`src/rtl/dcvchk_pkg.sv`:
```
// constants, types and timing for the dynamic core voltage check
package dcvchk_pkg;
    localparam int CLK_MHZ = 200;
    localparam int CLK_HZ = 200000000;
    // timing figures in their own units
    localparam int WINDOW_US_X10 = 15000;
    localparam int PERIOD_MS = 100;
    localparam int STEP_NS = 5000;
    localparam int WINDOW_CYC = (WINDOW_US_X10 * CLK_MHZ) / 10;
    localparam int PERIOD_CYC = (PERIOD_MS * CLK_MHZ) * 1000;
    localparam int STEP_CYC = (STEP_NS * CLK_MHZ) / 1000;
    // skew filter: a code must hold this long before it counts
    localparam int SETTLE_NS = 400;
    localparam int SETTLE_CYC = (SETTLE_NS * CLK_MHZ) / 1000;
    // voltages are held in millivolts, 12 bits
    localparam int MV_W = 12;
    localparam logic [MV_W-1:0] UPPER_CEIL_MV = 12'h633; // 1587.5 mv rounded down to 1587
    localparam logic [MV_W-1:0] LSB_LEGACY_MV = 12'h00d; // 12.5 mv steps, rounded
    localparam logic [MV_W-1:0] LSB_NEW_MV = 12'h006;    // 6.25 mv steps, rounded
    localparam logic [MV_W-1:0] BASE_LEGACY_MV = 12'h640;
    localparam logic [MV_W-1:0] BASE_NEW_MV = 12'h640;
    localparam int VID_W = 7;
    localparam int ERR_BIT_POS = 0;
    localparam logic ERR_RESET = 1'b0;
    // regulator modes
    typedef enum logic [1:0] {
        DCVCHK_MODE_LEGACY = 2'h0,
        DCVCHK_MODE_LEGACY_EXT = 2'h1,
        DCVCHK_MODE_NEW = 2'h2,
        DCVCHK_MODE_NEW_ALT = 2'h3
    } dcvchk_mode_t;
endpackage : dcvchk_pkg

```
`src/rtl/dcvchk_top.sv`:
```
// dynamic core voltage window check driven by the identification code
// Contract
// - dynamic check runs apart from and in addition to the static check
// - four regulator modes over three specifications steer code decoding
// - legacy mode assumes code changes at most once per 5 us
// - skew glitches on identification lines are ignored and not averaged
// - identification voltage is averaged over a 1.5 ms window
// - dynamic comparison uses the window average, not the current code
// - upper limit is average plus offset, lower is average minus offset
// - error when core voltage is above upper or below lower limit
// - dynamic and static comparisons run once every 100 ms
// - an off code anywhere in the window skips that dynamic check
// - upper check disabled when average plus offset exceeds 1.5875 V
// - seventh line is a general input in legacy mode, else bit six
`timescale 1ns/100ps
module dcvchk_top #(
    parameter int PERIOD = dcvchk_pkg::PERIOD_CYC,
    parameter int WINDOW = dcvchk_pkg::WINDOW_CYC
) (
    // clock, reset, enable
    input wire logic mclk,
    input wire logic rst_n,
    input wire logic clk_en,
    // identification pins from the processor
    input wire logic [dcvchk_pkg::VID_W-1:0] voltage_id_inputs,
    // measured core voltage and static limits, millivolts
    input wire logic [dcvchk_pkg::MV_W-1:0] core_voltage_input,
    input wire logic [dcvchk_pkg::MV_W-1:0] static_high_mv,
    input wire logic [dcvchk_pkg::MV_W-1:0] static_low_mv,
    // software configuration
    input wire logic [1:0] regulator_mode,
    input wire logic [dcvchk_pkg::MV_W-1:0] upper_offset_mv,
    input wire logic [dcvchk_pkg::MV_W-1:0] lower_offset_mv,
    input wire logic dyn_err_clear,
    input wire logic static_err_clear,
    // status
    output logic dyn_err_ff,
    output logic dyn_err_event_ff,
    output logic static_err_ff,
    output logic check_done_ff,
    output logic check_skipped_ff,
    output logic upper_disabled_ff,
    output logic voltage_id_bit_six_ff,
    output logic [dcvchk_pkg::MV_W-1:0] avg_mv_ff
);
    initial begin
        if (WINDOW < 2 || WINDOW >= PERIOD) $error("window must be shorter than the period");
    end

    localparam int PW = $clog2(PERIOD + 1);
    localparam int SW = dcvchk_pkg::MV_W + $clog2(WINDOW + 1);

    // three-stage synchroniser for the identification pins
    logic [dcvchk_pkg::VID_W-1:0] sync1_ff, sync2_ff, sync3_ff;
    logic [dcvchk_pkg::VID_W-1:0] vid_ff;
    always_ff @(posedge mclk) begin
        if (!rst_n) begin
            sync1_ff <= '0;
            sync2_ff <= '0;
            sync3_ff <= '0;
            vid_ff <= '0;
        end else if (clk_en) begin
            sync1_ff <= voltage_id_inputs;
            sync2_ff <= sync1_ff;
            sync3_ff <= sync2_ff;
            if (sync2_ff == sync3_ff) begin
                vid_ff <= sync3_ff;
            end
        end
    end

    // decode with skew filter
    logic stable, code_off;
    logic [dcvchk_pkg::MV_W-1:0] target_mv;
    dcvchk_vid_decode u_dec (
        .mclk(mclk),
        .rst_n(rst_n),
        .clk_en(clk_en),
        .vid_sync(vid_ff),
        .mode(regulator_mode),
        .stable_ff(stable),
        .off_ff(code_off),
        .target_mv_ff(target_mv)
    );

    // scheduler: the window sits at the end of each period
    typedef enum logic [1:0] {DCVCHK_IDLE, DCVCHK_SAMPLE, DCVCHK_DIVIDE, DCVCHK_COMPARE} dcvchk_state_t;
    dcvchk_state_t state_ff, nxt_state;
    logic [PW-1:0] tick_ff;
    logic [SW-1:0] sum_ff;
    logic [SW-1:0] quot_ff;
    logic [SW-1:0] rem_ff;
    logic off_seen_ff;
    logic [dcvchk_pkg::MV_W-1:0] hold_mv_ff;

    wire period_end = (tick_ff == PW'(PERIOD - 1));
    wire win_start = (tick_ff == PW'(PERIOD - WINDOW - 1));
    wire div_done = (rem_ff < SW'(WINDOW));
    // value taken this sample; the last window sample must reach the divider too
    wire [dcvchk_pkg::MV_W-1:0] sample_mv = stable ? target_mv : hold_mv_ff;

    always_comb begin
        nxt_state = state_ff;
        unique case (state_ff)
            DCVCHK_IDLE: if (win_start) nxt_state = DCVCHK_SAMPLE;
            DCVCHK_SAMPLE: if (period_end) nxt_state = DCVCHK_DIVIDE;
            DCVCHK_DIVIDE: if (div_done) nxt_state = DCVCHK_COMPARE;
            DCVCHK_COMPARE: nxt_state = DCVCHK_IDLE;
        endcase
    end

    // period counter and window accumulation; glitch codes never enter the sum
    always_ff @(posedge mclk) begin
        if (!rst_n) begin
            state_ff <= DCVCHK_IDLE;
            tick_ff <= '0;
            sum_ff <= '0;
            quot_ff <= '0;
            rem_ff <= '0;
            off_seen_ff <= 1'b0;
            hold_mv_ff <= '0;
        end else if (clk_en) begin
            state_ff <= nxt_state;
            tick_ff <= period_end ? '0 : tick_ff + PW'(1);
            if (state_ff == DCVCHK_IDLE && win_start) begin
                sum_ff <= '0;
                off_seen_ff <= code_off;
                hold_mv_ff <= target_mv;
            end else if (state_ff == DCVCHK_SAMPLE) begin
                // last settled value is used while a new code is still settling
                sum_ff <= sum_ff + SW'(sample_mv);
                if (stable) hold_mv_ff <= target_mv;
                if (code_off) off_seen_ff <= 1'b1;
                if (period_end) begin
                    quot_ff <= '0;
                    rem_ff <= sum_ff + SW'(sample_mv);
                end
            end else if (state_ff == DCVCHK_DIVIDE && !div_done) begin
                // plain division by repeated subtraction, a few thousand cycles at most
                rem_ff <= rem_ff - SW'(WINDOW);
                quot_ff <= quot_ff + SW'(1);
            end
        end
    end

    // limits built from the average
    wire [dcvchk_pkg::MV_W-1:0] avg_mv = quot_ff[dcvchk_pkg::MV_W-1:0];
    wire [dcvchk_pkg::MV_W:0] upper_sum = {1'b0, avg_mv} + {1'b0, upper_offset_mv};
    wire [dcvchk_pkg::MV_W:0] lower_lim = {1'b0, avg_mv} - {1'b0, lower_offset_mv};
    wire upper_off = (upper_sum > {1'b0, dcvchk_pkg::UPPER_CEIL_MV});
    wire above = !upper_off && ({1'b0, core_voltage_input} > upper_sum);
    wire below = !lower_lim[dcvchk_pkg::MV_W] && (core_voltage_input < lower_lim[dcvchk_pkg::MV_W-1:0]);
    wire compare = (state_ff == DCVCHK_COMPARE) && clk_en;
    wire dyn_hit = compare && !off_seen_ff && (above || below);
    wire static_hit = compare && ((core_voltage_input > static_high_mv) || (core_voltage_input < static_low_mv));

    // status flags: a new hit wins over a clear in the same cycle
    always_ff @(posedge mclk) begin
        if (!rst_n) begin
            dyn_err_ff <= dcvchk_pkg::ERR_RESET;
            dyn_err_event_ff <= 1'b0;
            static_err_ff <= dcvchk_pkg::ERR_RESET;
            check_done_ff <= 1'b0;
            check_skipped_ff <= 1'b0;
            upper_disabled_ff <= 1'b0;
            voltage_id_bit_six_ff <= 1'b0;
            avg_mv_ff <= '0;
        end else if (clk_en) begin
            dyn_err_ff <= dyn_hit | (dyn_err_ff & ~dyn_err_clear);
            dyn_err_event_ff <= dyn_hit;
            static_err_ff <= static_hit | (static_err_ff & ~static_err_clear);
            check_done_ff <= compare;
            // general input level reported only in legacy mode
            voltage_id_bit_six_ff <= (regulator_mode == dcvchk_pkg::DCVCHK_MODE_LEGACY) ? vid_ff[6] : 1'b0;
            if (compare) begin
                check_skipped_ff <= off_seen_ff;
                upper_disabled_ff <= upper_off;
                avg_mv_ff <= avg_mv;
            end
        end
    end
endmodule : dcvchk_top

```
`src/rtl/dcvchk_vid_decode.sv`:
```
// identification code to target voltage decode with skew filtering
`timescale 1ns/100ps
module dcvchk_vid_decode #(
    parameter int SETTLE = dcvchk_pkg::SETTLE_CYC
) (
    // clock and reset
    input wire logic mclk,
    input wire logic rst_n,
    input wire logic clk_en,
    // synchronised code and mode
    input wire logic [dcvchk_pkg::VID_W-1:0] vid_sync,
    input wire logic [1:0] mode,
    // settled code output
    output logic stable_ff,
    output logic off_ff,
    output logic [dcvchk_pkg::MV_W-1:0] target_mv_ff
);
    initial begin
        if (SETTLE < 1 || SETTLE > 1000) $error("settle count out of range");
    end

    logic [dcvchk_pkg::VID_W-1:0] last_ff;
    logic [9:0] hold_ff;
    wire legacy = (mode == dcvchk_pkg::DCVCHK_MODE_LEGACY);
    wire legacy_ext = (mode == dcvchk_pkg::DCVCHK_MODE_LEGACY_EXT);
    // legacy mode uses six bits; the seventh line is a general input there
    wire [dcvchk_pkg::VID_W-1:0] code = legacy ? {1'b0, vid_sync[5:0]} : vid_sync;
    wire [dcvchk_pkg::MV_W-1:0] code_w = {5'h00, code};
    wire [dcvchk_pkg::MV_W-1:0] lsb = (legacy || legacy_ext) ? dcvchk_pkg::LSB_LEGACY_MV : dcvchk_pkg::LSB_NEW_MV;
    wire [dcvchk_pkg::MV_W-1:0] base = (legacy || legacy_ext) ? dcvchk_pkg::BASE_LEGACY_MV : dcvchk_pkg::BASE_NEW_MV;
    wire [23:0] step_mv = code_w * lsb;
    wire code_off = (legacy || legacy_ext) ? (code[5:0] == 6'h3e || code[5:0] == 6'h3f) : (code == 7'h00);
    wire [dcvchk_pkg::MV_W-1:0] mv = (step_mv[11:0] > base) ? 12'h000 : base - step_mv[11:0];
    wire settled = (hold_ff == 10'(SETTLE - 1));

    // a code counts only once it has held for the settle time
    always_ff @(posedge mclk) begin
        if (!rst_n) begin
            last_ff <= '0;
            hold_ff <= '0;
            stable_ff <= 1'b0;
            off_ff <= 1'b0;
            target_mv_ff <= '0;
        end else if (clk_en) begin
            last_ff <= code;
            // settle time stays far below the 5 us minimum spacing of code changes
            hold_ff <= (code != last_ff) ? 10'h000 : (settled ? hold_ff : hold_ff + 10'h001);
            stable_ff <= settled && (code == last_ff);
            if (settled && (code == last_ff)) begin
                off_ff <= code_off;
                target_mv_ff <= code_off ? 12'h000 : mv;
            end
        end
    end
endmodule : dcvchk_vid_decode

```
`config.mk`:
```
export PLATFORM = sky130hd
export DESIGN_NAME = dcvchk_top
export DESIGN_NICKNAME = d
export VERILOG_FILES = /design/src/rtl/dcvchk_pkg.sv /design/src/rtl/dcvchk_top.sv /design/src/rtl/dcvchk_vid_decode.sv
export SDC_FILE = /design/constraint.sdc
export NUM_CORES = 1
export LEC_CHECK = 0
export BUFFER_PORTS_ARGS = -buffer_cell sky130_fd_sc_hd__buf_2
export CAP_MARGIN = 20
export CORE_ASPECT_RATIO = 2
export CORE_MARGIN = 3
export CORE_UTILIZATION = 61
export CTS_CLUSTER_SIZE = 24
export DETAILED_ROUTE_END_ITERATION = 12
export PLACE_DENSITY_LB_ADDON = 0.1
export SKIP_LAST_GASP = 1
export SYNTH_ARGS = -nofsm -noshare
export SYNTH_HDL_FRONTEND = slang
export SYNTH_SLANG_ARGS = --single-unit
```
`constraint.sdc`:
```
create_clock -name mclk -period 6.7 [get_ports mclk]
set_clock_uncertainty 0.2 [all_clocks]
set_input_delay 1.675 -clock mclk [delete_from_list [all_inputs] [get_ports mclk]]
set_output_delay 1.675 -clock mclk [all_outputs]
set_load 0.01 [all_outputs]
```
==> metrics.md, run 1 <==
| Metric | Value |
|---|---|
| Resized Gates After CTS | `0` |
| Area of the multi-input gates | `between 7000 and 8000 µm²` |
| Crit Path Max Fanout | `17` |
| RSZ-0062 raised after global routing | `no` |
| Largest net degree at the start of global routing | `56` |
| Residual DRC | `0` |
| PortBufs | `between 90 and 100` |
| Core ar. | `~20,000 µm²` |
| Crit path largest cell delay | `around 0.55 ns` |
| Fin util | `roughly 70%` |
| Combinational share of power | `under 10%` |
| Warning count from the yosys run | `0` |
| ANT nets after route | `0` |
| HP Class | `reg2reg` |
| Netlist cell types | `80` |
| Clock share of power | `a little over two fifths` |
| Period utilization | `78.0%` |
| Post-Syn Area per Cell | `8.17 µm²` |
| Initial antenna violation count | `0` |
| Clock Root Buffer | `clkbuf_16` |
| Most used DFF post-synth | `dfxtp_1` |
| Via density | `just under 6` |
| Cell area after synthesis | `approximately 12,000 µm²` |
| Worst R2R End | `dyn_err_event_ff$_SDFFE_PN0P_` |
| Switching share of power | `a little over a quarter` |
| Hold Startpoint | `avg_mv_ff[6]$_SDFFE_PN0P_` |
| I/O pin cnt | `93` |
| Max Transition Viols Final | `0` |
| Slew @ Worst Pin | `0.971 ns` |
| Die area | `between 20,000 and 25,000 µm²` |
| Critical path class | `in2reg` |
| Critical path depth | `15` |
| Worst endpoint required time | `6.81 ns` |
| CP Data Arrival Time | `~5.3 ns` |
| Chip Width | `around 110 µm` |
| Ant diodes | `0` |
| Reg2reg start | `quot_ff[1]$_SDFFE_PN0P_` |
| Hold_buf cts | `0` |
| Seq cells post-synth | `187` |
| Clk Latency, worst-skew pair | `about 0.45 ns` |
| Slowest cell on crit path | `fa_1` |
| Hold-critical path endpoint | `avg_mv_ff[6]$_SDFFE_PN0P_` |
| DP HPWL | `between 20,000 and 25,000 µm` |
| Number of buffers created by CTS | `17` |
| Leak pwr | `between 5 and 6 nW` |
| Crit-path cells | `buf_2 -> nand2b_1 -> fa_1 -> inv_1 -> fa_1 -> inv_1 -> fa_1 -> nand2b_1 -> a21oi_1 -> a22o_1 -> nor2_1 -> xnor2_1 -> o211ai_1 -> nand3_1 -> o21ai_0` |
| Post-CTS setup repair buffer count | `0` |
| Htree depth | `4` |
| Fillers | `between 1,500 and 2,000` |
| Final Hold Viols | `0` |
| CP Buf/Inv Count | `3` |
| GP Congestion | `1.08` |
| Die height | `a little over 200 µm` |
| P_sw | `0.000626 W` |
| WL final | `about 31,000 µm` |
| Commonest non-fill, non-tap cells in the layout | `dfxtp_1 (187), nor2_1 (186), nand2_1 (126)` |
| Most common cell after layout, fill and taps aside | `dfxtp_1` |
| Rel. slew slack | `approximately a third` |
| Clk slew on worst S/H paths | `roughly 0.07 ns` |
| Wirelength per Cell | `between 15 and 20 µm` |
| Starting Density | `a little over three fifths` |
| Longest Clk Path Bufs | `2` |
| Hold path depth | `2` |
| Crit start category | `input pin` |
| Register area share after synthesis | `30.6%` |
| P_int | `approximately 0.0017 W` |
| Cell mode on critical path | `fa_1` |
| Num Clock Sinks | `approximately 190` |
| Seq pwr share | `48.4%` |
| Delay-heaviest family, CP | `adder cells` |
| Routed vias | `10,900` |
| Placed instance area | `between 10,000 and 15,000 µm²` |
| Register Area | `roughly 3700 µm²` |
| TNS Setup | `0 ns` |
| CTS tree | `done` |
| # nets final | `about 1,700` |
| Drt first pass iters | `6` |
| R2R depth | `14` |
| Max-Cap Viols | `0` |
| Final instance area | `roughly 13,000 µm²` |
| Grt total ovfl | `0` |
| Peak supply drop | `183 µV` |
| # setup viols final | `0` |
| Area grow syn2layout | `9.62%` |
| Min Tclk post-route | `around 5.2 ns` |
| Mapped Cells | `roughly 1,500` |
| Synth async-reset ratio | `0%` |
| Vias in the first global route | `11,100` |
| Status | `finished clean` |
| Number of enable flip-flop cells after synthesis | `0` |
| Syn Nets | `~1,700` |
| Row cnt | `72` |
| Number of DRC markers in iteration 0 | `~530` |
| First-pass GRT wire length | `between 50,000 and 60,000 µm` |
| Flop2flop setup slack | `2.35 ns` |
| Total power | `between 0.002 and 0.0025 W` |
| GRT Overall Usage | `29.2%` |
| Crit path capture type | `register` |
| Share of cells above drive strength 1 | `around 11%` |
| Max Freq | `approximately 190 MHz` |
| Pwr Density | `around 170 nW/µm²` |
-- metrics by stage --
stage	setup WS (ns)	instances	hold slack [ns]
after floorplan	1.47	1497	0.234
after global placement	1.20	1796	0.240
after detailed placement	1.04	1796	0.244
after CTS	1.50	1828	0.255
after global routing	1.21	1828	0.277
final	1.48	1828	0.252
-- sequential cells by signal, summed over array words and instances (netlist names), 2 cells and up --
signal,count
sync2_ff,7
tick_ff,25
vid_ff,7
sync3_ff,7
u_dec.target_mv_ff,12
state_ff,2
u_dec.last_ff,7
quot_ff,12
u_dec.hold_ff,10
sync1_ff,7
hold_mv_ff,12
sum_ff,31
rem_ff,26
avg_mv_ff,12
-- worst min-delay path, cell delays in order, from the launching register on --
cell	delay, ns
dfxtp_1	0.31
nand2_1	0.05
a21oi_1	0.05
-- routing by layer --
layer | global-route usage (%) | part of all wire [%] | up-vias
li1 | - | - | 5398
met1 | 25.8 | 35 | 5138
met2 | 57.6 | 55 | 262
met3 | 5.13 | 3.4 | 112
met4 | 20.6 | 6.6 | 0
met5 | 0 | 0 | -
-- worst max path at each step --
stage / endpoint / start / slack (ns)
final: u_dec.target_mv_ff[11]$_SDFFE_PN0P_ / regulator_mode[1] / 1.48
after global routing: u_dec.target_mv_ff[6]$_SDFFE_PN0P_ / regulator_mode[1] / 1.21
after CTS: u_dec.target_mv_ff[11]$_SDFFE_PN0P_ / regulator_mode[1] / 1.50
after detailed placement: u_dec.target_mv_ff[4]$_SDFFE_PN0P_ / regulator_mode[1] / 1.04
after global placement: u_dec.target_mv_ff[11]$_SDFFE_PN0P_ / regulator_mode[1] / 1.20
after floorplan: u_dec.target_mv_ff[2]$_SDFFE_PN0P_ / regulator_mode[1] / 1.47
-- power groups by stage --
stage          combinational (W)  sequential [W]  clock (W)
4_1_cts                 0.000204         0.00113    0.00102
6_report                0.000204         0.00113   0.000998
5_1_grt                 0.000228         0.00113    0.00105
3_3_place_gp            0.000198         0.00115          0
2_1_floorplan           0.000133         0.00115          0
3_5_place_dp            0.000203         0.00115          0
-- cells by family (layout without fill, tap and decap cells) --
kind of cell / count (synthesis) / after routing / synth area share, %
adders and majority gates: 118 / 118 / 12.9
DFF: 187 / 187 / 30.6
and+or+nand+nor: 535 / 535 / 21.2
muxes: 62 / 62 / 5.22
AOI/OAI and AO/OA: 326 / 326 / 16.6
xor gates and xnor gates: 121 / 121 / 8.66
buffers and inverters: 147 / 219 / 4.80
other: 1 / 1 / 0.0306
-- final cells by class --
type | instances | share of cell area, %
clock buffer | 18 | 3.20
clock inverter | 14 | 1.12
inverter | 85 | 2.39
multi-input combinational | 1163 | 59.0
sequential | 187 | 27.9
tap | 259 | 2.42
timing repair buffer | 102 | 3.99
-- synthesized netlist by cell type (37+ instances only) --
master	count	area (µm²)
nor3_1	37	185
nand3_1	46	230
mux2i_1	48	480
xor2_1	58	508
inv_1	83	312
nand2_1	126	473
a21oi_1	103	515
o21ai_0	77	385
ha_1	105	1310
nor2_1	186	698
dfxtp_1	187	3740
clkbuf_1	44	165
xnor2_1	63	552
Note: power is estimated with default switching activity, not from simulation.
==> run 2, diff against run 1 <==
clock period = 4.95 ns   (was 6.7 ns; I/O delays follow)
==> run 2 against run 1 <==
Total power up 34%. Sequential power increased by 35%. Die area unchanged. Utilization rose by 0.86 points. Global-route usage is 0.53 points higher. Combinational power rose by 39%. Hold slack better by 0.00094 ns. Register-to-register slack got worse by 1.6 ns. Clock-buffer cell count down 1. Via count increased by 1.4%. Routed wire length grew 1.6%. First-iteration DRC count decreased by 24%. Critical path type unchanged. Largest cell class unchanged.
==> metrics.md, run 2 (synthesized netlist as in run 1, its figures left out) <==
| Metric | Value |
|---|---|
| Peak supply drop | `242 µV (was 183 µV)` |
| I/O pin cnt | `93 (unchanged)` |
| Final instance area | `13,600 µm² (was 13,400 µm²)` |
| Clk slew on worst S/H paths | `0.07 ns (about the same)` |
| Pwr Density | `229 nW/µm² (was 174 nW/µm²)` |
| Slew @ Worst Pin | `0.953 ns (was 0.971 ns)` |
| Delay-heaviest family, CP | `compound AO/OA/AOI/OAI gates (was adder cells)` |
| CP Buf/Inv Count | `1 (was 3)` |
| Initial antenna violation count | `0 (unchanged)` |
| Worst R2R End | `dyn_err_event_ff$_SDFFE_PN0P_ (unchanged)` |
| Num Clock Sinks | `187 (unchanged)` |
| Core ar. | `19,500 µm² (unchanged)` |
| Placed instance area | `13,000 µm² (was 12,800 µm²)` |
| ANT nets after route | `0 (unchanged)` |
| # setup viols final | `0 (unchanged)` |
| Flop2flop setup slack | `0.76 ns (was 2.35 ns)` |
| Htree depth | `4 (unchanged)` |
| Vias in the first global route | `11,200 (was 11,100)` |
| Max Freq | `around 220 MHz` |
| Crit-path cells | `buf_2 -> ha_1 -> fa_1 -> a211oi_1 -> o21ai_1 -> a41o_1 -> a31oi_1 -> xnor2_1 -> ha_1 -> nand3_1 -> or2_2 -> a221oi_1 -> o21ai_0 -> or3_1 -> o211ai_1 (was buf_2 -> nand2b_1 -> fa_1 -> inv_1 -> fa_1 -> inv_1 -> fa_1 -> nand2b_1 -> a21oi_1 -> a22o_1 -> nor2_1 -> xnor2_1 -> o211ai_1 -> nand3_1 -> o21ai_0)` |
| Wirelength per Cell | `17.2 µm (was 17.1 µm)` |
| Number of DRC markers in iteration 0 | `407 (was 533)` |
| Grt total ovfl | `0 (unchanged)` |
| Register Area | `3740 µm² (unchanged)` |
| Largest net degree at the start of global routing | `52 (was 56)` |
| Clk Latency, worst-skew pair | `0.44 ns (was 0.45 ns)` |
| Hold Startpoint | `avg_mv_ff[2]$_SDFFE_PN0P_ (was avg_mv_ff[6]$_SDFFE_PN0P_)` |
| Number of buffers created by CTS | `17 (unchanged)` |
| Ant diodes | `0 (unchanged)` |
| Slowest cell on crit path | `fa_1 (unchanged)` |
| Hold path depth | `2 (unchanged)` |
| Min Tclk post-route | `4.55 ns` |
| Largest regs | `sum_ff (31), rem_ff (26), tick_ff (25) (unchanged)` |
| Drt first pass iters | `5 (was 6)` |
| Critical path depth | `15 (unchanged)` |
| Most common cell after layout, fill and taps aside | `dfxtp_1 (unchanged)` |
| Area grow syn2layout | `11.0% (was 9.62%)` |
| Worst endpoint required time | `5.12 ns (was 6.81 ns)` |
| DP Worst Slack | `-0.201 ns (was 1.04 ns)` |
| Rel. slew slack | `36.5% (was 35.0%)` |
| P_sw | `0.000823 W (was 0.000626 W)` |
| Fin util | `69.5% (was 68.6%)` |
| Max Transition Viols Final | `0 (unchanged)` |
| # nets final | `1,772 (was 1,748)` |
| Chip Width | `106 µm (unchanged)` |
| Switching share of power | `26.4% (was 26.9%)` |
| DP HPWL | `24,400 µm (was 24,000 µm)` |
| Crit path largest cell delay | `0.40 ns (was 0.55 ns)` |
| HP Class | `reg2reg (unchanged)` |
| Clock Root Buffer | `clkbuf_16 (unchanged)` |
| Final Hold Viols | `0 (unchanged)` |
| GP Congestion | `1.02 (was 1.08)` |
| Crit Path Max Fanout | `3 (was 17)` |
| Non-filler cells, final | `1,851 (was 1,828)` |
| Period utilization | `around nine tenths` |
| Clock share of power | `42.0% (was 42.9%)` |
| CTS tree | `done (unchanged)` |
| Most flop-heavy register | `sum_ff (unchanged)` |
| R2R depth | `14 (unchanged)` |
| GRT Overall Usage | `29.7% (was 29.2%)` |
| Max-Cap Viols | `0 (unchanged)` |
| Worst hold slack | `0.253 ns (was 0.252 ns)` |
| Die area | `21,900 µm² (unchanged)` |
| Seq pwr share | `48.9% (was 48.4%)` |
| Routed vias | `11,100 (was 10,900)` |
| Status | `finished clean (unchanged)` |
| DP Cell Count | `1,820 (was 1,796)` |
| Die height | `206 µm (unchanged)` |
| PortBufs | `92 (unchanged)` |
| Via density | `5.98 (was 5.97)` |
| Reg2reg start | `quot_ff[1]$_SDFFE_PN0P_ (unchanged)` |
| Share of cells above drive strength 1 | `12.9% (was 11.3%)` |
| Crit start category | `input pin (unchanged)` |
| Row cnt | `72 (unchanged)` |
| Residual DRC | `0 (unchanged)` |
| Combinational share of power | `9.1% (was 8.8%)` |
| Leak pwr | `5.81 nW (was 5.71 nW)` |
| Hold_buf cts | `0 (unchanged)` |
| Final setup margin | `0.405 ns (was 1.48 ns)` |
| Critical path class | `in2reg (unchanged)` |
| Starting Density | `62.6% (unchanged)` |
| Commonest non-fill, non-tap cells in the layout | `dfxtp_1 (187), nor2_1 (186), nand2_1 (126) (unchanged)` |
| Hold-critical path endpoint | `avg_mv_ff[2]$_SDFFE_PN0P_ (was avg_mv_ff[6]$_SDFFE_PN0P_)` |
| Longest Clk Path Bufs | `2 (unchanged)` |
| Crit path capture type | `register (unchanged)` |
| P_int | `0.00229 W (was 0.00170 W)` |
| Fillers | `1,739 (was 1,756)` |
| WL final | `31,800 µm (was 31,300 µm)` |
| First-pass GRT wire length | `51,900 µm (was 51,400 µm)` |
| Cell mode on critical path | `ha_1 (was fa_1)` |
| Max reg flops | `31 (unchanged)` |
| CP Data Arrival Time | `4.71 ns (was 5.34 ns)` |
| RSZ-0062 raised after global routing | `no (unchanged)` |
| Area of the multi-input gates | `7930 µm² (was 7910 µm²)` |
## run 2: power by group through the flow
stage | Clock (W) | Sequential, W | Combinational (W)
2_1_floorplan | 0 | 0.00155 | 0.000181
5_1_grt | 0.00139 | 0.00152 | 0.000316
3_5_place_dp | 0 | 0.00156 | 0.000280
6_report | 0.00131 | 0.00152 | 0.000283
3_3_place_gp | 0 | 0.00156 | 0.000273
4_1_cts | 0.00133 | 0.00152 | 0.000281
## run 2: routing by layer
layer  GRT usage [%]  wire [µm]
met3            4.66       1000
met4            21.7       2350
met1            27.1      11000
met5               0          0
met2            57.8      17400
## run 2: through the flow
step	setup TNS, ns	power, W
2_1_floorplan	0	0.00174
3_3_place_gp	0	0.00183
3_5_place_dp	-1.97	0.00184
4_1_cts	0	0.00314
5_1_grt	0	0.00323
6_report	0	0.00311
## run 2: how the worst max path moves through the flow
stage                       startpoint                            endpoint  slack, ns
CTS                  regulator_mode[1]  u_dec.target_mv_ff[1]$_SDFFE_PN0P_       0.26
detailed placement   regulator_mode[1]  u_dec.target_mv_ff[1]$_SDFFE_PN0P_      -0.20
finish              upper_offset_mv[0]       dyn_err_event_ff$_SDFFE_PN0P_       0.40
global placement     regulator_mode[1]  u_dec.target_mv_ff[8]$_SDFFE_PN0P_      0.002
global route         regulator_mode[1]  u_dec.target_mv_ff[5]$_SDFFE_PN0P_       0.12
floorplan            regulator_mode[1]  u_dec.target_mv_ff[2]$_SDFFE_PN0P_       0.15
## run 2: worst register-to-register path, cell delays in order (launching register included)
cell	delay, ns
dfxtp_1	0.68
ha_1	0.36
a211oi_1	0.30
o21ai_0	0.21
a21oi_1	0.35
nand3_1	0.13
o21ai_0	0.19
xor2_1	0.13
ha_1	0.32
nand3_1	0.09
or2_2	0.31
a221oi_1	0.24
o21ai_0	0.14
or3_1	0.35
o211ai_1	0.10
## run 2: area by class of cell
type	count	area share, %
Tap cell	259	2.39
Clock buffer	17	3.13
Clock inverter	14	0.930
Sequential cell	187	27.6
Multi-Input combinational cell	1163	58.4
Timing Repair Buffer	126	5.27
Inverter	85	2.36
## run 2: repair_timing
| action | CTS | global route |
|---|---|---|
| gates resized for setup | 0 | 4 |
| setup endpoints to repair | 0 | 11 |
| setup buffers | 0 | 0 |
==> run 3, diff against run 2 <==
BUFFER_PORTS_ARGS = unset   (was -buffer_cell sky130_fd_sc_hd__buf_2)
CORE_UTILIZATION = 59   (was 61)
DONT_BUFFER_PORTS = 1   (was unset)
SKIP_CTS_REPAIR_TIMING = 1   (was unset)
clock period = 3.7 ns   (was 4.95 ns; I/O delays follow)
==> run 3 against run 2 <==
The run now ends with setup timing left. Critical path type unchanged. Sequential power increased by 34%. Clock-buffer cell count unchanged. Register-to-register slack got worse by 0.80 ns. Clock power increased by 40%. Non-clock buffer count decreased by 10.
==> metrics.md, run 3 (synthesized netlist as in run 1, its figures left out) <==
| Metric | Value |
|---|---|
| Status | `complete, but fails checks (was finished clean)` |
| Failing checks | `setup timing` |
| Final Hold Viols | `0 (unchanged)` |
| Reg2reg start | `vid_ff[1]$_SDFFE_PN0P_ (was quot_ff[1]$_SDFFE_PN0P_)` |
| Pwr Density | `301 nW/µm² (was 229 nW/µm²)` |
| Seq pwr share | `48.5% (was 48.9%)` |
| Flop2flop setup slack | `-0.04 ns (was 0.76 ns)` |
| Crit Path Max Fanout | `17 (was 3)` |
| Hold-critical path endpoint | `sum_ff[5]$_SDFFE_PN0P_ (was avg_mv_ff[2]$_SDFFE_PN0P_)` |
| P_int | `0.00309 W (was 0.00229 W)` |
| Vias in the first global route | `11,100 (was 11,200)` |
| Share of cells above drive strength 1 | `14.3% (was 12.9%)` |
| Area grow syn2layout | `14.2% (was 11.0%)` |
| Drt first pass iters | `6 (was 5)` |
| Critical path class | `in2reg (unchanged)` |
| DP HPWL | `24,800 µm (was 24,400 µm)` |
| Residual DRC | `0 (unchanged)` |
| Switching share of power | `26.6% (was 26.4%)` |
| Die height | `210 µm (was 206 µm)` |
| Clk slew on worst S/H paths | `0.07 ns (about the same)` |
| Largest regs | `sum_ff (31), rem_ff (26), tick_ff (25) (unchanged)` |
| Fillers | `1,699 (was 1,739)` |
| Combinational share of power | `8.0% (was 9.1%)` |
| DP Cell Count | `1,808 (was 1,820)` |
| TNS Setup | `-1.11 ns (was 0 ns)` |
| Starting Density | `60.9% (was 62.6%)` |
| Num Clock Sinks | `187 (unchanged)` |
| P_sw | `0.00112 W (was 0.000823 W)` |
| Hold Startpoint | `sum_ff[5]$_SDFFE_PN0P_ (was avg_mv_ff[2]$_SDFFE_PN0P_)` |
| Core ar. | `20,100 µm² (was 19,500 µm²)` |
| Non-filler cells, final | `1,845 (was 1,851)` |
| RSZ-0062 raised after global routing | `yes (was no)` |
| Final setup margin | `-0.125 ns (was 0.405 ns)` |
| Max reg flops | `31 (unchanged)` |
| Slew @ Worst Pin | `0.922 ns (was 0.953 ns)` |
| GP Congestion | `0.891 (was 1.02)` |
| Clk Latency, worst-skew pair | `0.45 ns (was 0.44 ns)` |
| Ant diodes | `0 (unchanged)` |
| Die area | `22,600 µm² (was 21,900 µm²)` |
| Number of buffers created by CTS | `17 (unchanged)` |
| Largest net degree at the start of global routing | `70 (was 52)` |
| Final instance area | `14,000 µm² (was 13,600 µm²)` |
| Most common cell after layout, fill and taps aside | `nor2_1 (was dfxtp_1)` |
| Clock Root Buffer | `clkbuf_16 (unchanged)` |
| Most flop-heavy register | `sum_ff (unchanged)` |
| Max Transition Viols Final | `0 (unchanged)` |
| # setup viols final | `11 (was 0)` |
| Wirelength per Cell | `17.5 µm (was 17.2 µm)` |
| Period utilization | `103%` |
| Crit start category | `input pin (unchanged)` |
| Via density | `5.96 (was 5.98)` |
| Grt total ovfl | `0 (unchanged)` |
| Peak supply drop | `272 µV (was 242 µV)` |
| Leak pwr | `5.92 nW (was 5.81 nW)` |
| GRT Overall Usage | `28.8% (was 29.7%)` |
| Max-Cap Viols | `0 (unchanged)` |
| DP Worst Slack | `-0.602 ns (was -0.201 ns)` |
| Max Freq | `261 MHz` |
| Worst R2R End | `u_dec.target_mv_ff[6]$_SDFFE_PN0P_ (was dyn_err_event_ff$_SDFFE_PN0P_)` |
| Routed vias | `11,000 (was 11,100)` |
| Total power | `0.00420 W (was 0.00311 W)` |
| Number of DRC markers in iteration 0 | `534 (was 407)` |
| Crit path capture type | `register (unchanged)` |
| Clock share of power | `43.5% (was 42.0%)` |
| Chip Width | `108 µm (was 106 µm)` |
| Min Tclk post-route | `between 3 and 4 ns` |
| Row cnt | `73 (was 72)` |
| Rel. slew slack | `38.2% (was 36.5%)` |
| ANT nets after route | `0 (unchanged)` |
| Longest Clk Path Bufs | `2 (unchanged)` |
| CTS tree | `done (unchanged)` |
| Commonest non-fill, non-tap cells in the layout | `nor2_1 (185), dfxtp_1 (184), nand2_1 (126) (was dfxtp_1 (187), nor2_1 (186), nand2_1 (126))` |
| First-pass GRT wire length | `52,000 µm (was 51,900 µm)` |
| HP Class | `reg2reg (unchanged)` |
| # nets final | `1,762 (was 1,772)` |
| Initial antenna violation count | `0 (unchanged)` |
| Placed instance area | `13,200 µm² (was 13,000 µm²)` |
| Hold path depth | `2 (unchanged)` |
| R2R depth | `15 (was 14)` |
| Htree depth | `4 (unchanged)` |
| I/O pin cnt | `93 (unchanged)` |
| CP Data Arrival Time | `4.00 ns (was 4.71 ns)` |
| Worst endpoint required time | `3.88 ns (was 5.12 ns)` |
| WL final | `32,200 µm (was 31,800 µm)` |
| PortBufs | `0 (was 92)` |
==> run 3: final cells by class <==
| cell class | count | area, µm² | area share [%] |
|---|---|---|---|
| repair buffers | 116 | 878 | 6.28 |
| well taps | 262 | 328 | 2.35 |
| inverters | 85 | 320 | 2.29 |
| clock inverters | 15 | 171 | 1.23 |
| flip-flops and latches | 187 | 3750 | 26.8 |
| clock buffers | 17 | 425 | 3.04 |
| multi-input cells | 1163 | 8110 | 58.0 |
==> run 3: power groups by stage <==
stage          logic (W)  clock network (W)  registers [W]
2_1_floorplan   0.000247                  0        0.00208
5_1_grt         0.000376            0.00193        0.00204
3_3_place_gp    0.000315                  0        0.00208
3_5_place_dp    0.000325                  0        0.00208
6_report        0.000337            0.00183        0.00204
4_1_cts         0.000327            0.00186        0.00204
==> run 3: layer usage <==
| layer | up-vias | share of wire, % | track usage [%] |
|---|---|---|---|
| li1 | 5422 | - | - |
| met1 | 5179 | 34 | 25.6 |
| met2 | 275 | 56 | 56.6 |
| met3 | 118 | 3.3 | 4.74 |
| met4 | 0 | 7.1 | 19.3 |
| met5 | - | 0 | 0 |
==> run 3: how the worst max path moves through the flow <==
stage	start	endpoint	depth (start not counted)
global placement	regulator_mode[1]	u_dec.target_mv_ff[11]$_SDFFE_PN0P_	15
global route	regulator_mode[1]	u_dec.target_mv_ff[6]$_SDFFE_PN0P_	15
floorplan	regulator_mode[1]	u_dec.target_mv_ff[1]$_SDFFE_PN0P_	16
CTS	regulator_mode[1]	u_dec.target_mv_ff[11]$_SDFFE_PN0P_	15
finish	regulator_mode[1]	u_dec.target_mv_ff[6]$_SDFFE_PN0P_	15
detailed placement	regulator_mode[1]	u_dec.target_mv_ff[11]$_SDFFE_PN0P_	15
==> run 3: worst max-delay path: stages <==
cell,delay [ns]
and2_4,0.13
fa_1,0.47
inv_1,0.05
fa_1,0.49
inv_2,0.05
ha_4,0.17
a211oi_4,0.23
o21bai_2,0.12
a2111oi_2,0.35
or3_1,0.18
o21ai_0,0.08
nor3_1,0.23
nand3_1,0.20
buf_6,0.18
o21ai_1,0.13
==> run 3: through the flow <==
step	utilization (%)	hold WS, ns
6_report	69.6	0.268
5_1_grt	69.6	0.295
4_1_cts	68.8	0.267
3_5_place_dp	65.8	0.256
3_3_place_gp	65.8	0.254
2_1_floorplan	-	0.234
